==> config.mk <==
export PLATFORM = sky130hd
export DESIGN_NAME = fwg_guard
export DESIGN_NICKNAME = d
export VERILOG_FILES = /design/src/design/fwg_pkg.sv /design/src/design/fwg_guard.sv
export SDC_FILE = /design/constraint.sdc
export NUM_CORES = 1
export LEC_CHECK = 0
export BUFFER_PORTS_ARGS = -buffer_cell sky130_fd_sc_hd__buf_2
export CORE_ASPECT_RATIO = 1.4
export CORE_MARGIN = 3
export CORE_UTILIZATION = 45
export DETAILED_ROUTE_END_ITERATION = 8
export PLACE_DENSITY = 0.8
export SYNTH_ARGS = -nofsm -noshare
export SYNTH_HDL_FRONTEND = slang
export SYNTH_SLANG_ARGS = --single-unit
==> constraint.sdc <==
create_clock -name ref_clk -period 3.07 [get_ports ref_clk]
set_clock_uncertainty 0.15 [all_clocks]
set_input_delay 0 -clock ref_clk [delete_from_list [all_inputs] [get_ports ref_clk]]
set_output_delay 0 -clock ref_clk [all_outputs]
set_load 0.02 [all_outputs]
==> src/design/fwg_pkg.sv <==
// Constants, types and carriers of the flash write and erase guard.
// Assumes a single 125 MHz clock shared by core, bus and flash macro.
package fwg_pkg;

  ////////////////////////////////////////////////////////////////////////////
  // Register map and codes
  localparam logic [7:0] FWG_UNLOCK_ADDR = 8'hb7;
  localparam logic [7:0] FWG_UNLOCK_RST = 8'h00;
  localparam logic [7:0] FWG_KEY_FIRST = 8'ha5;
  localparam logic [7:0] FWG_KEY_SECOND = 8'hf1;
  localparam logic [7:0] FWG_ERASED_BYTE = 8'hff;
  localparam int FWG_STAT_LSB = 0;
  localparam int FWG_STAT_W = 2;
  localparam logic [1:0] FWG_STAT_LOCKED = 2'h0;
  localparam logic [1:0] FWG_STAT_KEY1 = 2'h1;
  localparam logic [1:0] FWG_STAT_OPEN = 2'h2;
  localparam logic [1:0] FWG_STAT_DEAD = 2'h3;

  ////////////////////////////////////////////////////////////////////////////
  // Flash geometry
  localparam int FWG_ADDR_W = 16;
  localparam int FWG_PAGE_LSB = 9;
  localparam int FWG_PAGE_BYTES = 512;
  localparam logic [15:0] FWG_ADDR8_LIMIT = 16'h00ff;

  ////////////////////////////////////////////////////////////////////////////
  // Timing
  localparam int FWG_CLK_PERIOD_NS = 8;
  localparam int FWG_PROG_TIME_US = 40;
  localparam int FWG_ERASE_TIME_US = 20000;
  localparam int FWG_PROG_CYCLES =
    (FWG_PROG_TIME_US * 1000 + FWG_CLK_PERIOD_NS - 1) / FWG_CLK_PERIOD_NS;
  localparam int FWG_ERASE_CYCLES =
    (FWG_ERASE_TIME_US * 1000 + FWG_CLK_PERIOD_NS - 1) / FWG_CLK_PERIOD_NS;
  localparam int FWG_CNT_W = 32;

  ////////////////////////////////////////////////////////////////////////////
  // States and carriers
  typedef enum logic [1:0] {
    FWG_LK_LOCKED = 2'h0,
    FWG_LK_KEY1 = 2'h1,
    FWG_LK_OPEN = 2'h3,
    FWG_LK_DEAD = 2'h2
  } fwg_lock_type;

  typedef enum logic [1:0] {
    FWG_OP_IDLE = 2'h0,
    FWG_OP_FETCH = 2'h1,
    FWG_OP_BUSY = 2'h3
  } fwg_op_type;

  typedef struct packed {
    logic [15:0] addr;
    logic [7:0] data;
    logic addr8;
  } fwg_xwr_type;

  typedef struct packed {
    logic [7:0] addr;
    logic [7:0] wdata;
    logic wr;
    logic rd;
  } fwg_sfr_type;

endpackage

==> src/design/fwg_guard.sv <==
// Flash write and erase guard: unlock key register, op timing, core stall.
// Assumes a special-register port on ref_clk, one core write per pulse,
// and a flash macro with a combinational read port on flash_addr.
//
// Function
// RQ1 - Flash is programmed one byte at a time
// RQ2 - Programming only clears bits, never sets
// RQ3 - Program and erase timed internally, no polling
// RQ4 - Core stalled for whole program or erase
// RQ5 - Two keys in order unlock one operation
// RQ6 - Wrong or misordered key disables until reset
// RQ7 - Attempt before unlock disables until reset
// RQ8 - Relock after every completed operation
// RQ9 - Write enable steers core writes to flash
// RQ10 - Erase sets whole fixed page to erased
// RQ11 - Erase select plus enable erases page
// RQ12 - Short-address writes above limit cannot touch flash
// RQ13 - Software sets timing bit before operations
// RQ14 - Non-first-key initial write locks flash
// RQ15 - Unlock register reads lock state low bits
// RQ16 - Software clears enable bits after erase
// RQ17 - Reads by code move, writes redirected
// RQ18 - Refused attempt leaves flash, core untouched
// RQ19 - Enable clear sends writes to data memory
module fwg_guard
  import fwg_pkg::*;
#(
  parameter int unsigned PROG_CYCLES = FWG_PROG_CYCLES,
  parameter int unsigned ERASE_CYCLES = FWG_ERASE_CYCLES
) (
  input wire logic ref_clk, // System clock
  input wire logic rst, // Synchronous reset, high
  input wire fwg_sfr_type sfr_bus, // Special register access
  output logic [7:0] sfr_rdata, // Register read data
  input wire logic core_wr_valid, // Core write pulse
  input wire fwg_xwr_type core_wr, // Core write address and data
  output logic core_stall, // Holds the core
  input wire logic store_write_enable, // Writes go to flash
  input wire logic store_erase_select, // Flash writes erase
  input wire logic flash_write_timing_bit, // Timing control, passed on
  output logic xram_we, // Data memory write pulse
  output logic [15:0] xram_addr, // Data memory address
  output logic [7:0] xram_wdata, // Data memory data
  input wire logic [7:0] flash_rdata, // Byte at flash_addr
  output logic flash_prog, // Byte program active
  output logic flash_erase, // Page erase active
  output logic flash_timing, // Timing control to macro
  output logic [15:0] flash_addr, // Byte or page address
  output logic [7:0] flash_wdata, // Byte to program
  output logic [1:0] lock_state // Current lock state code
);

  ////////////////////////////////////////////////////////////////////////////
  // State

  fwg_lock_type lock_r, lock_nxt;
  fwg_op_type op_r, op_nxt;
  logic [FWG_CNT_W-1:0] cnt_r, cnt_nxt;
  logic erase_r, erase_nxt;
  logic [15:0] faddr_r, faddr_nxt;
  logic [7:0] fdata_r, fdata_nxt;
  logic prog_r, prog_nxt;
  logic ers_r, ers_nxt;
  logic [7:0] rdata_r, rdata_nxt;
  logic xwe_r, xwe_nxt;
  logic [15:0] xaddr_r, xaddr_nxt;
  logic [7:0] xdata_r, xdata_nxt;

  function automatic logic [1:0] stat_code(input fwg_lock_type s);
    unique case (s)
      FWG_LK_LOCKED: stat_code = FWG_STAT_LOCKED;
      FWG_LK_KEY1: stat_code = FWG_STAT_KEY1;
      FWG_LK_OPEN: stat_code = FWG_STAT_OPEN;
      FWG_LK_DEAD: stat_code = FWG_STAT_DEAD;
    endcase
  endfunction

  ////////////////////////////////////////////////////////////////////////////
  // Request decode

  logic key_wr;
  logic key_rd;
  logic to_flash;
  logic addr_ok;
  logic attempt;

  always_comb begin
    key_wr = sfr_bus.wr && (sfr_bus.addr == FWG_UNLOCK_ADDR);
    key_rd = sfr_bus.rd && (sfr_bus.addr == FWG_UNLOCK_ADDR);
    to_flash = core_wr_valid && store_write_enable; // RQ9 RQ17
    addr_ok = !(core_wr.addr8 && (core_wr.addr > FWG_ADDR8_LIMIT)); // RQ12
    attempt = to_flash && addr_ok && (op_r == FWG_OP_IDLE);
  end

  ////////////////////////////////////////////////////////////////////////////
  // Lock and key

  always_comb begin
    lock_nxt = lock_r;
    if (key_wr) begin
      unique case (lock_r)
        FWG_LK_LOCKED: begin
          if (sfr_bus.wdata == FWG_KEY_FIRST) begin
            lock_nxt = FWG_LK_KEY1; // RQ5
          end else begin
            lock_nxt = FWG_LK_DEAD; // RQ6 RQ14
          end
        end
        FWG_LK_KEY1: begin
          if (sfr_bus.wdata == FWG_KEY_SECOND) begin
            lock_nxt = FWG_LK_OPEN; // RQ5
          end else begin
            lock_nxt = FWG_LK_DEAD; // RQ6
          end
        end
        FWG_LK_OPEN: lock_nxt = FWG_LK_DEAD; // RQ6
        FWG_LK_DEAD: lock_nxt = FWG_LK_DEAD;
      endcase
    end
    // Refused attempt disables; dead state always wins
    if (attempt && (lock_r != FWG_LK_OPEN)) begin
      lock_nxt = FWG_LK_DEAD; // RQ7
    end
    if ((op_r == FWG_OP_BUSY) && (cnt_r == '0) &&
        (lock_nxt != FWG_LK_DEAD)) begin
      lock_nxt = FWG_LK_LOCKED; // RQ8
    end
  end

  ////////////////////////////////////////////////////////////////////////////
  // Operation sequencer

  always_comb begin
    op_nxt = op_r;
    cnt_nxt = cnt_r;
    erase_nxt = erase_r;
    faddr_nxt = faddr_r;
    fdata_nxt = fdata_r;
    prog_nxt = 1'b0;
    ers_nxt = 1'b0;
    unique case (op_r)
      FWG_OP_IDLE: begin
        if (attempt && (lock_r == FWG_LK_OPEN)) begin
          erase_nxt = store_erase_select; // RQ11
          fdata_nxt = core_wr.data;
          if (store_erase_select) begin
            // Page aligned, whole page goes to the erased value
            faddr_nxt = {core_wr.addr[15:FWG_PAGE_LSB],
                         {FWG_PAGE_LSB{1'b0}}}; // RQ10
            cnt_nxt = FWG_CNT_W'(ERASE_CYCLES - 1); // RQ3
            ers_nxt = 1'b1;
            op_nxt = FWG_OP_BUSY;
          end else begin
            faddr_nxt = core_wr.addr; // RQ1
            op_nxt = FWG_OP_FETCH;
          end
        end
      end
      FWG_OP_FETCH: begin
        // Merge with stored byte so that no bit can rise
        fdata_nxt = fdata_r & flash_rdata; // RQ2
        cnt_nxt = FWG_CNT_W'(PROG_CYCLES - 1); // RQ3
        prog_nxt = 1'b1;
        op_nxt = FWG_OP_BUSY;
      end
      FWG_OP_BUSY: begin
        if (cnt_r == '0) begin
          op_nxt = FWG_OP_IDLE; // RQ3
        end else begin
          cnt_nxt = cnt_r - 1'b1;
          prog_nxt = !erase_r;
          ers_nxt = erase_r;
        end
      end
      default: op_nxt = FWG_OP_IDLE;
    endcase
  end

  ////////////////////////////////////////////////////////////////////////////
  // Data memory path and register read

  always_comb begin
    xwe_nxt = core_wr_valid && !store_write_enable; // RQ19
    xaddr_nxt = xaddr_r;
    xdata_nxt = xdata_r;
    if (xwe_nxt) begin
      xaddr_nxt = core_wr.addr;
      xdata_nxt = core_wr.data;
    end
    rdata_nxt = 8'h00;
    if (key_rd) begin
      rdata_nxt[FWG_STAT_LSB +: FWG_STAT_W] = stat_code(lock_r); // RQ15
    end
  end

  ////////////////////////////////////////////////////////////////////////////
  // Registers

  always_ff @(posedge ref_clk) begin
    if (rst) begin
      lock_r <= FWG_LK_LOCKED;
      op_r <= FWG_OP_IDLE;
      cnt_r <= '0;
      erase_r <= 1'b0;
      faddr_r <= '0;
      fdata_r <= FWG_ERASED_BYTE;
      prog_r <= 1'b0;
      ers_r <= 1'b0;
      rdata_r <= FWG_UNLOCK_RST;
      xwe_r <= 1'b0;
      xaddr_r <= '0;
      xdata_r <= '0;
    end else begin
      lock_r <= lock_nxt;
      op_r <= op_nxt;
      cnt_r <= cnt_nxt;
      erase_r <= erase_nxt;
      faddr_r <= faddr_nxt;
      fdata_r <= fdata_nxt;
      prog_r <= prog_nxt;
      ers_r <= ers_nxt;
      rdata_r <= rdata_nxt;
      xwe_r <= xwe_nxt;
      xaddr_r <= xaddr_nxt;
      xdata_r <= xdata_nxt;
    end
  end

  ////////////////////////////////////////////////////////////////////////////
  // Outputs

  // Refused attempts never leave idle, so they never stall
  assign core_stall = (op_r != FWG_OP_IDLE); // RQ4 RQ18
  assign sfr_rdata = rdata_r;
  assign xram_we = xwe_r;
  assign xram_addr = xaddr_r;
  assign xram_wdata = xdata_r;
  assign flash_prog = prog_r;
  assign flash_erase = ers_r;
  assign flash_timing = flash_write_timing_bit;
  assign flash_addr = faddr_r;
  assign flash_wdata = fdata_r;
  assign lock_state = stat_code(lock_r);

endmodule

==> flow_metrics.env, run 1 <==
export IMPL_cts_path_max_buffers=2
export IMPL_cp_start_kind="register"
export IMPL_p_leak_nw=2.272
export IMPL_die_h_um=121.5
export IMPL_synthCells=526
export IMPL_place_area_um2=4908
export IMPL_yosysMostFrequentCell="nand2_1"
export IMPL_maxClockFrequency_mhz=337.4
export IMPL_pin_count=120
export IMPL_grt_ovfl_total=0
export IMPL_postCtsSetupBuffers=0
export IMPL_synth_xor_xnor_area_share_pct=0
export IMPL_h_tree_depth=3
export IMPL_muxShareOfSynthArea_pct=1.401
export IMPL_netlist_area_um2=4288
export IMPL_peakVddDrop_uv=238.9
export IMPL_final_cell_area_um2=5595
export IMPL_synth_simple_area_share_pct=27.58
export IMPL_cts_clk_slew_worst_paths_ps=60
export IMPL_wl_um=12830
export IMPL_synthTopCellsByCount="nand2_1, dfxtp_1, a21oi_1"
export IMPL_yosysSeqAreaShare_pct=42.02
export IMPL_synthAdderAreaFrac_pct=2.626
export IMPL_die_area_um2=10750
export IMPL_synth_area_top_cells="dfxtp_1, nand2_1, a21oi_1, o31ai_1, nand3b_1"
export IMPL_avgSynthCellArea_um2=8.152
export IMPL_grt_pass1_vias=4560
export IMPL_ys_seq_elements=90
export IMPL_rsz0062_at_grt="false"
export IMPL_synth_edf_count=0
export IMPL_rows=41
export IMPL_crit_fanout=11
export IMPL_p_per_area_nw_per_um2=461.4
export IMPL_synth_cell_types=51
export IMPL_fin_tns_setup_ps=0
export IMPL_area_growth_syn_to_layout_pct=30.49
export IMPL_post_drt_wl_per_cell_um=16.56
export IMPL_via_count=4645
export IMPL_total_power_mw=2.582
export IMPL_finalSetupViolCount=0
export IMPL_finalNonFillerCells=775
export IMPL_clock_sinks=90
export IMPL_multi_input_area_um2=2271
export IMPL_drc_errors=0
export IMPL_ys_warnings_count=0
export IMPL_root_buffer="clkbuf_16"
export IMPL_regArea_um2=1802
export IMPL_globalplace_congestion=1.002
export IMPL_grt_start_max_net_pins=68
export IMPL_cap_viol_max_count=0
export IMPL_hold_violations=0
export IMPL_tightest_slew_ps=1050
export IMPL_routed_via_density=5.994
export IMPL_outcome="finished clean"
export IMPL_dieWidth_um=88.50
export IMPL_synth_top_family_by_area="simple AND/OR/NAND/NOR gates"
export IMPL_track_usage_pct=23.76
export IMPL_core_area_um2=9131
export IMPL_drt_first_pass_iters=5
export IMPL_crit_type="reg -> reg"
export IMPL_netlist_top_cell_by_area="dfxtp_1"
export IMPL_numCtsBuffers=9
export IMPL_drtIter0Drc=314
export IMPL_fill_cells=729
export IMPL_antenna_found_initial=0
export IMPL_worstHoldPathType="in -> reg"
export IMPL_ys_async_sr_fraction_pct=0
export IMPL_grt_pass1_wl_um=20490
export IMPL_synthDominantCellAreaShare_pct=42.02
export IMPL_whs_ps=30.79
export IMPL_hpwlAfterDp_um=8324
export IMPL_relSlewSlack_pct=29.99
export IMPL_port_buffer_count=111
export IMPL_synth_flop_cell="dfxtp_1"
export IMPL_tritoncts="built"
export IMPL_dp_cells=721
export IMPL_diodes=0
export IMPL_period_minus_slack_ps=2964
export IMPL_clk_latency_ps=340
export IMPL_drive_above_1_share_pct=22.16
export IMPL_nets=730
export IMPL_post_route_period_util_pct=96.55
export IMPL_drt_antenna_violating_nets=0
export IMPL_synth_compound_area_share_pct=20.48
export IMPL_initial_core_util_pct=46.96
export IMPL_required_ps=3150
export IMPL_maxSlewViolCount=0
export IMPL_end_kind="register"
export IMPL_cp_data_arrival_time_ps=3040
[repair_timing]
action / in CTS / in global routing
hold endpoints to repair: 55 / 0
endpoints found under the setup margin: 0 / 6
gates resized for setup: 0 / 4
hold buffers: 39 / 0
[registers in the layout, summed over array words and instances, names as in the netlist, 2 cells and up]
name,count
flash_addr,16
sfr_rdata,2
xram_wdata,8
xram_addr,16
lock_r,2
flash_wdata,8
op_r,2
cnt_r,32
[power breakdown]
part,switching (mW),internal (mW),total [mW],leakage [nW]
combinational,0.198,0.137,0.335,1.41
clock,0.447,0.591,1.04,0.135
sequential,0.0167,1.19,1.21,0.728
[metrics by stage]
stage,util (%),setup WS [ps]
CTS,61.11,13.11
floorplan,-,558.2
detailed placement,53.75,424.4
finish,61.28,105.9
global placement,53.75,483.8
global route,61.28,17.35
[area by class of cell]
class / instances / area share (%)
Clock buffer: 12 / 4.584
Timing Repair Buffer: 163 / 18.65
Tap cell: 107 / 2.393
Clock inverter: 3 / 0.4472
Sequential cell: 90 / 32.20
Multi-Input combinational cell: 383 / 40.59
Inverter: 17 / 1.140
[placed cells by master (no fill, tap or decap), types with 11 or more instances in the layout]
cell type,count
dlygate4sd3_1,39
nand2_1,101
dfxtp_1,90
or4_1,16
buf_2,111
nand3_1,13
nor2_1,19
o31ai_1,18
nand3b_1,16
buf_4,13
nor3_1,12
a21oi_1,64
nor4_1,11
inv_1,16
[logic make-up after synthesis]
family | Yosys count
other | 1
and+or+nand+nor | 227
AOI/OAI and AO/OA | 135
muxes | 6
buffers and inverters | 58
DFF | 90
adders and majority gates | 9
[final timing paths]
check / from / to / slack (ps) / depth (start not counted)
max: cnt_r[0] / lock_r[1] / 110 / 8
min: rst / op_r[0] / 30 / 5
max reg2reg: cnt_r[0] / lock_r[1] / 110 / 8
min reg2reg: flash_addr[7] / flash_addr[7] / 300 / 2
[layer usage]
metal  vias to the layer above  share of wire [%]  global-route usage [%]
met2                       208                 52                   42.13
li1                       2196                  -                       -
met4                         0                2.5                   12.29
met1                      2203                 39                   25.90
met3                        38                6.7                   5.095
met5                         -                  0                       0
[worst max-delay path: stages (launching register included)]
cell	delay [ps]
dfxtp_1	340
inv_1	70
ha_1	220
or4b_1	520
nor2_1	280
and4_2	410
buf_4	220
a21oi_1	80
dlygate4sd3_1	560
(Power assumes the default switching activity.)
==> inputs of run 2 (changes only) <==
--- a/config.mk
+++ b/config.mk
@@ -9,6 +9,8 @@
 export CORE_ASPECT_RATIO = 1.4
 export CORE_MARGIN = 3
 export CORE_UTILIZATION = 45
+export CTS_BUF_LIST = sky130_fd_sc_hd__clkbuf_2
+export CTS_CLUSTER_DIAMETER = 50
 export DETAILED_ROUTE_END_ITERATION = 8
 export PLACE_DENSITY = 0.8
 export SYNTH_ARGS = -nofsm -noshare
==> run 2 against run 1 <==
  * Worst hold slack improved by 16 ps
  * Global-route usage rose by 2.9 points
  * Sequential power barely moved
  * Die area did not move
  * Wire length rose by 12%
  * Via count rose by 6.3%
  * Worst setup slack improved by 35 ps
  * First-iteration DRC count rose by 32%
==> flow_metrics.env, run 2 (same netlist as run 1, synthesis figures left out) <==
export IMPL_outcome="finished clean"
export IMPL_grt_pass1_wl_um=22910
export IMPL_peakVddDrop_uv=186.6
export IMPL_dieWidth_um=88.50
export IMPL_p_leak_nw=2.378
export IMPL_fill_cells=669
export IMPL_fin_tns_setup_ps=0
export IMPL_pin_count=120
export IMPL_post_drt_wl_per_cell_um=17.65
export IMPL_hold_violations=0
export IMPL_routed_via_density=6.056
export IMPL_place_area_um2=4908
export IMPL_postCtsSetupBuffers=0
export IMPL_numCtsBuffers=9
export IMPL_root_buffer="clkbuf_2"
export IMPL_track_usage_pct=26.64
export IMPL_worstHoldPathType="in -> reg"
export IMPL_nets=770
export IMPL_port_buffer_count=111
export IMPL_crit_chain="inv_1 -> ha_1 -> nand4_1 -> nor2_2 -> nand2_1 -> dlygate4sd3_1 -> a21oi_1 -> dlygate4sd3_1"
export IMPL_maxSlewViolCount=0
export IMPL_largest_register="cnt_r"
export IMPL_clk_latency_ps=560
export IMPL_die_h_um=121.5
export IMPL_cap_viol_max_count=0
export IMPL_cts_clk_slew_worst_paths_ps=250
export IMPL_finalNonFillerCells=815
export IMPL_cp_data_arrival_time_ps=3300
export IMPL_grt_pass1_vias=4965
export IMPL_drtIter0Drc=414
export IMPL_crit_fanout=7
export IMPL_maxClockFrequency_mhz=341.4
export IMPL_final_common_cell="buf_2"
export IMPL_final_cell_mix="buf_2, nand2_1, dfxtp_1"
export IMPL_relSlewSlack_pct=30.23
export IMPL_place_ws_ps=424.4
export IMPL_area_growth_syn_to_layout_pct=35.10
export IMPL_globalplace_congestion=1.002
export IMPL_cp_common_cell="dlygate4sd3_1"
export IMPL_finalSetupViolCount=0
export IMPL_grt_ovfl_total=0
export IMPL_h_tree_depth=3
export IMPL_antenna_found_initial=0
export IMPL_regArea_um2=1802
export IMPL_largest_reg_flops=32
export IMPL_total_power_mw=2.088
export IMPL_rows=41
export IMPL_crit_buf_inv=3
export IMPL_multi_input_area_um2=2267
export IMPL_p_per_area_nw_per_um2=360.4
export IMPL_core_area_um2=9131
export IMPL_required_ps=3440
export IMPL_drc_errors=0
export IMPL_max_stage_delay_ps=580
export IMPL_via_count=4936
export IMPL_tritoncts="built"
export IMPL_whs_ps=47.12
export IMPL_end_kind="register"
export IMPL_die_area_um2=10750
export IMPL_wl_um=14380
export IMPL_tightest_slew_ps=1046
export IMPL_cts_path_max_buffers=2
export IMPL_startpoint="op_r[0]"
export IMPL_drt_first_pass_iters=5
export IMPL_post_route_util_pct=63.44
export IMPL_crit_type="reg -> reg"
export IMPL_diodes=0
export IMPL_fin_ws_ps=141.0
export IMPL_cp_slowest_cell="dlygate4sd3_1"
export IMPL_hold_start="core_wr[4]"
export IMPL_period_minus_slack_ps=2929
export IMPL_path_delay_family="buffers and inverters"
export IMPL_dp_cells=721
export IMPL_initial_core_util_pct=46.96
export IMPL_hpwlAfterDp_um=8324
export IMPL_post_route_period_util_pct=95.41
export IMPL_drt_antenna_violating_nets=0
export IMPL_grt_start_max_net_pins=68
export IMPL_reg2reg_from="op_r[0]"
export IMPL_cp_start_kind="register"
export IMPL_clock_sinks=90
export IMPL_drive_above_1_share_pct=20.76
export IMPL_final_cell_area_um2=5793
## run 2: worst min-delay path, cell delays in order
cell           delay, ps
dlygate4sd3_1        530
buf_2                110
a221o_1              120
## run 2: final timing paths
check | endpoint | cells after the start | slack [ps]
worst max register to register | flash_addr[9] | 8 | 140
worst min-delay path | flash_wdata[3] | 3 | 50
worst max-delay path | flash_addr[9] | 8 | 140
worst min register to register | flash_addr[0] | 2 | 320
## run 2: power by group
group / leakage [nW] / internal [mW] / total [mW] / switching (mW)
Sequential: 0.728 / 1.20 / 1.21 / 0.0173
Clock: 0.0531 / 0.103 / 0.506 / 0.403
Combinational: 1.60 / 0.160 / 0.370 / 0.210
Total: 2.38 / 1.46 / 2.09 / 0.630
## run 2: layer usage
layer  GRT usage (%)  vias to the layer above  part of all wire [%]
met5               0                        -                     0
met4           14.37                        0                   3.7
met3           6.114                       71                   7.3
met2           47.24                      263                    52
met1           28.53                     2321                    37
li1                -                     2281                     -
## run 2: final cells by class
class                   count  share of cell area (%)
multi-input cells         383                   39.14
clock inverters             5                  0.5616
flip-flops and latches     90                   31.10
well taps                 107                   2.311
inverters                  17                   1.102
clock buffers              10                  0.8639
repair buffers            203                   24.92
## run 2: repair_timing
item                                    CTS  global route
hold buffers                             79             0
hold endpoints to repair                 75             0
gates resized for setup                   0             3
endpoints found under the setup margin    0             5
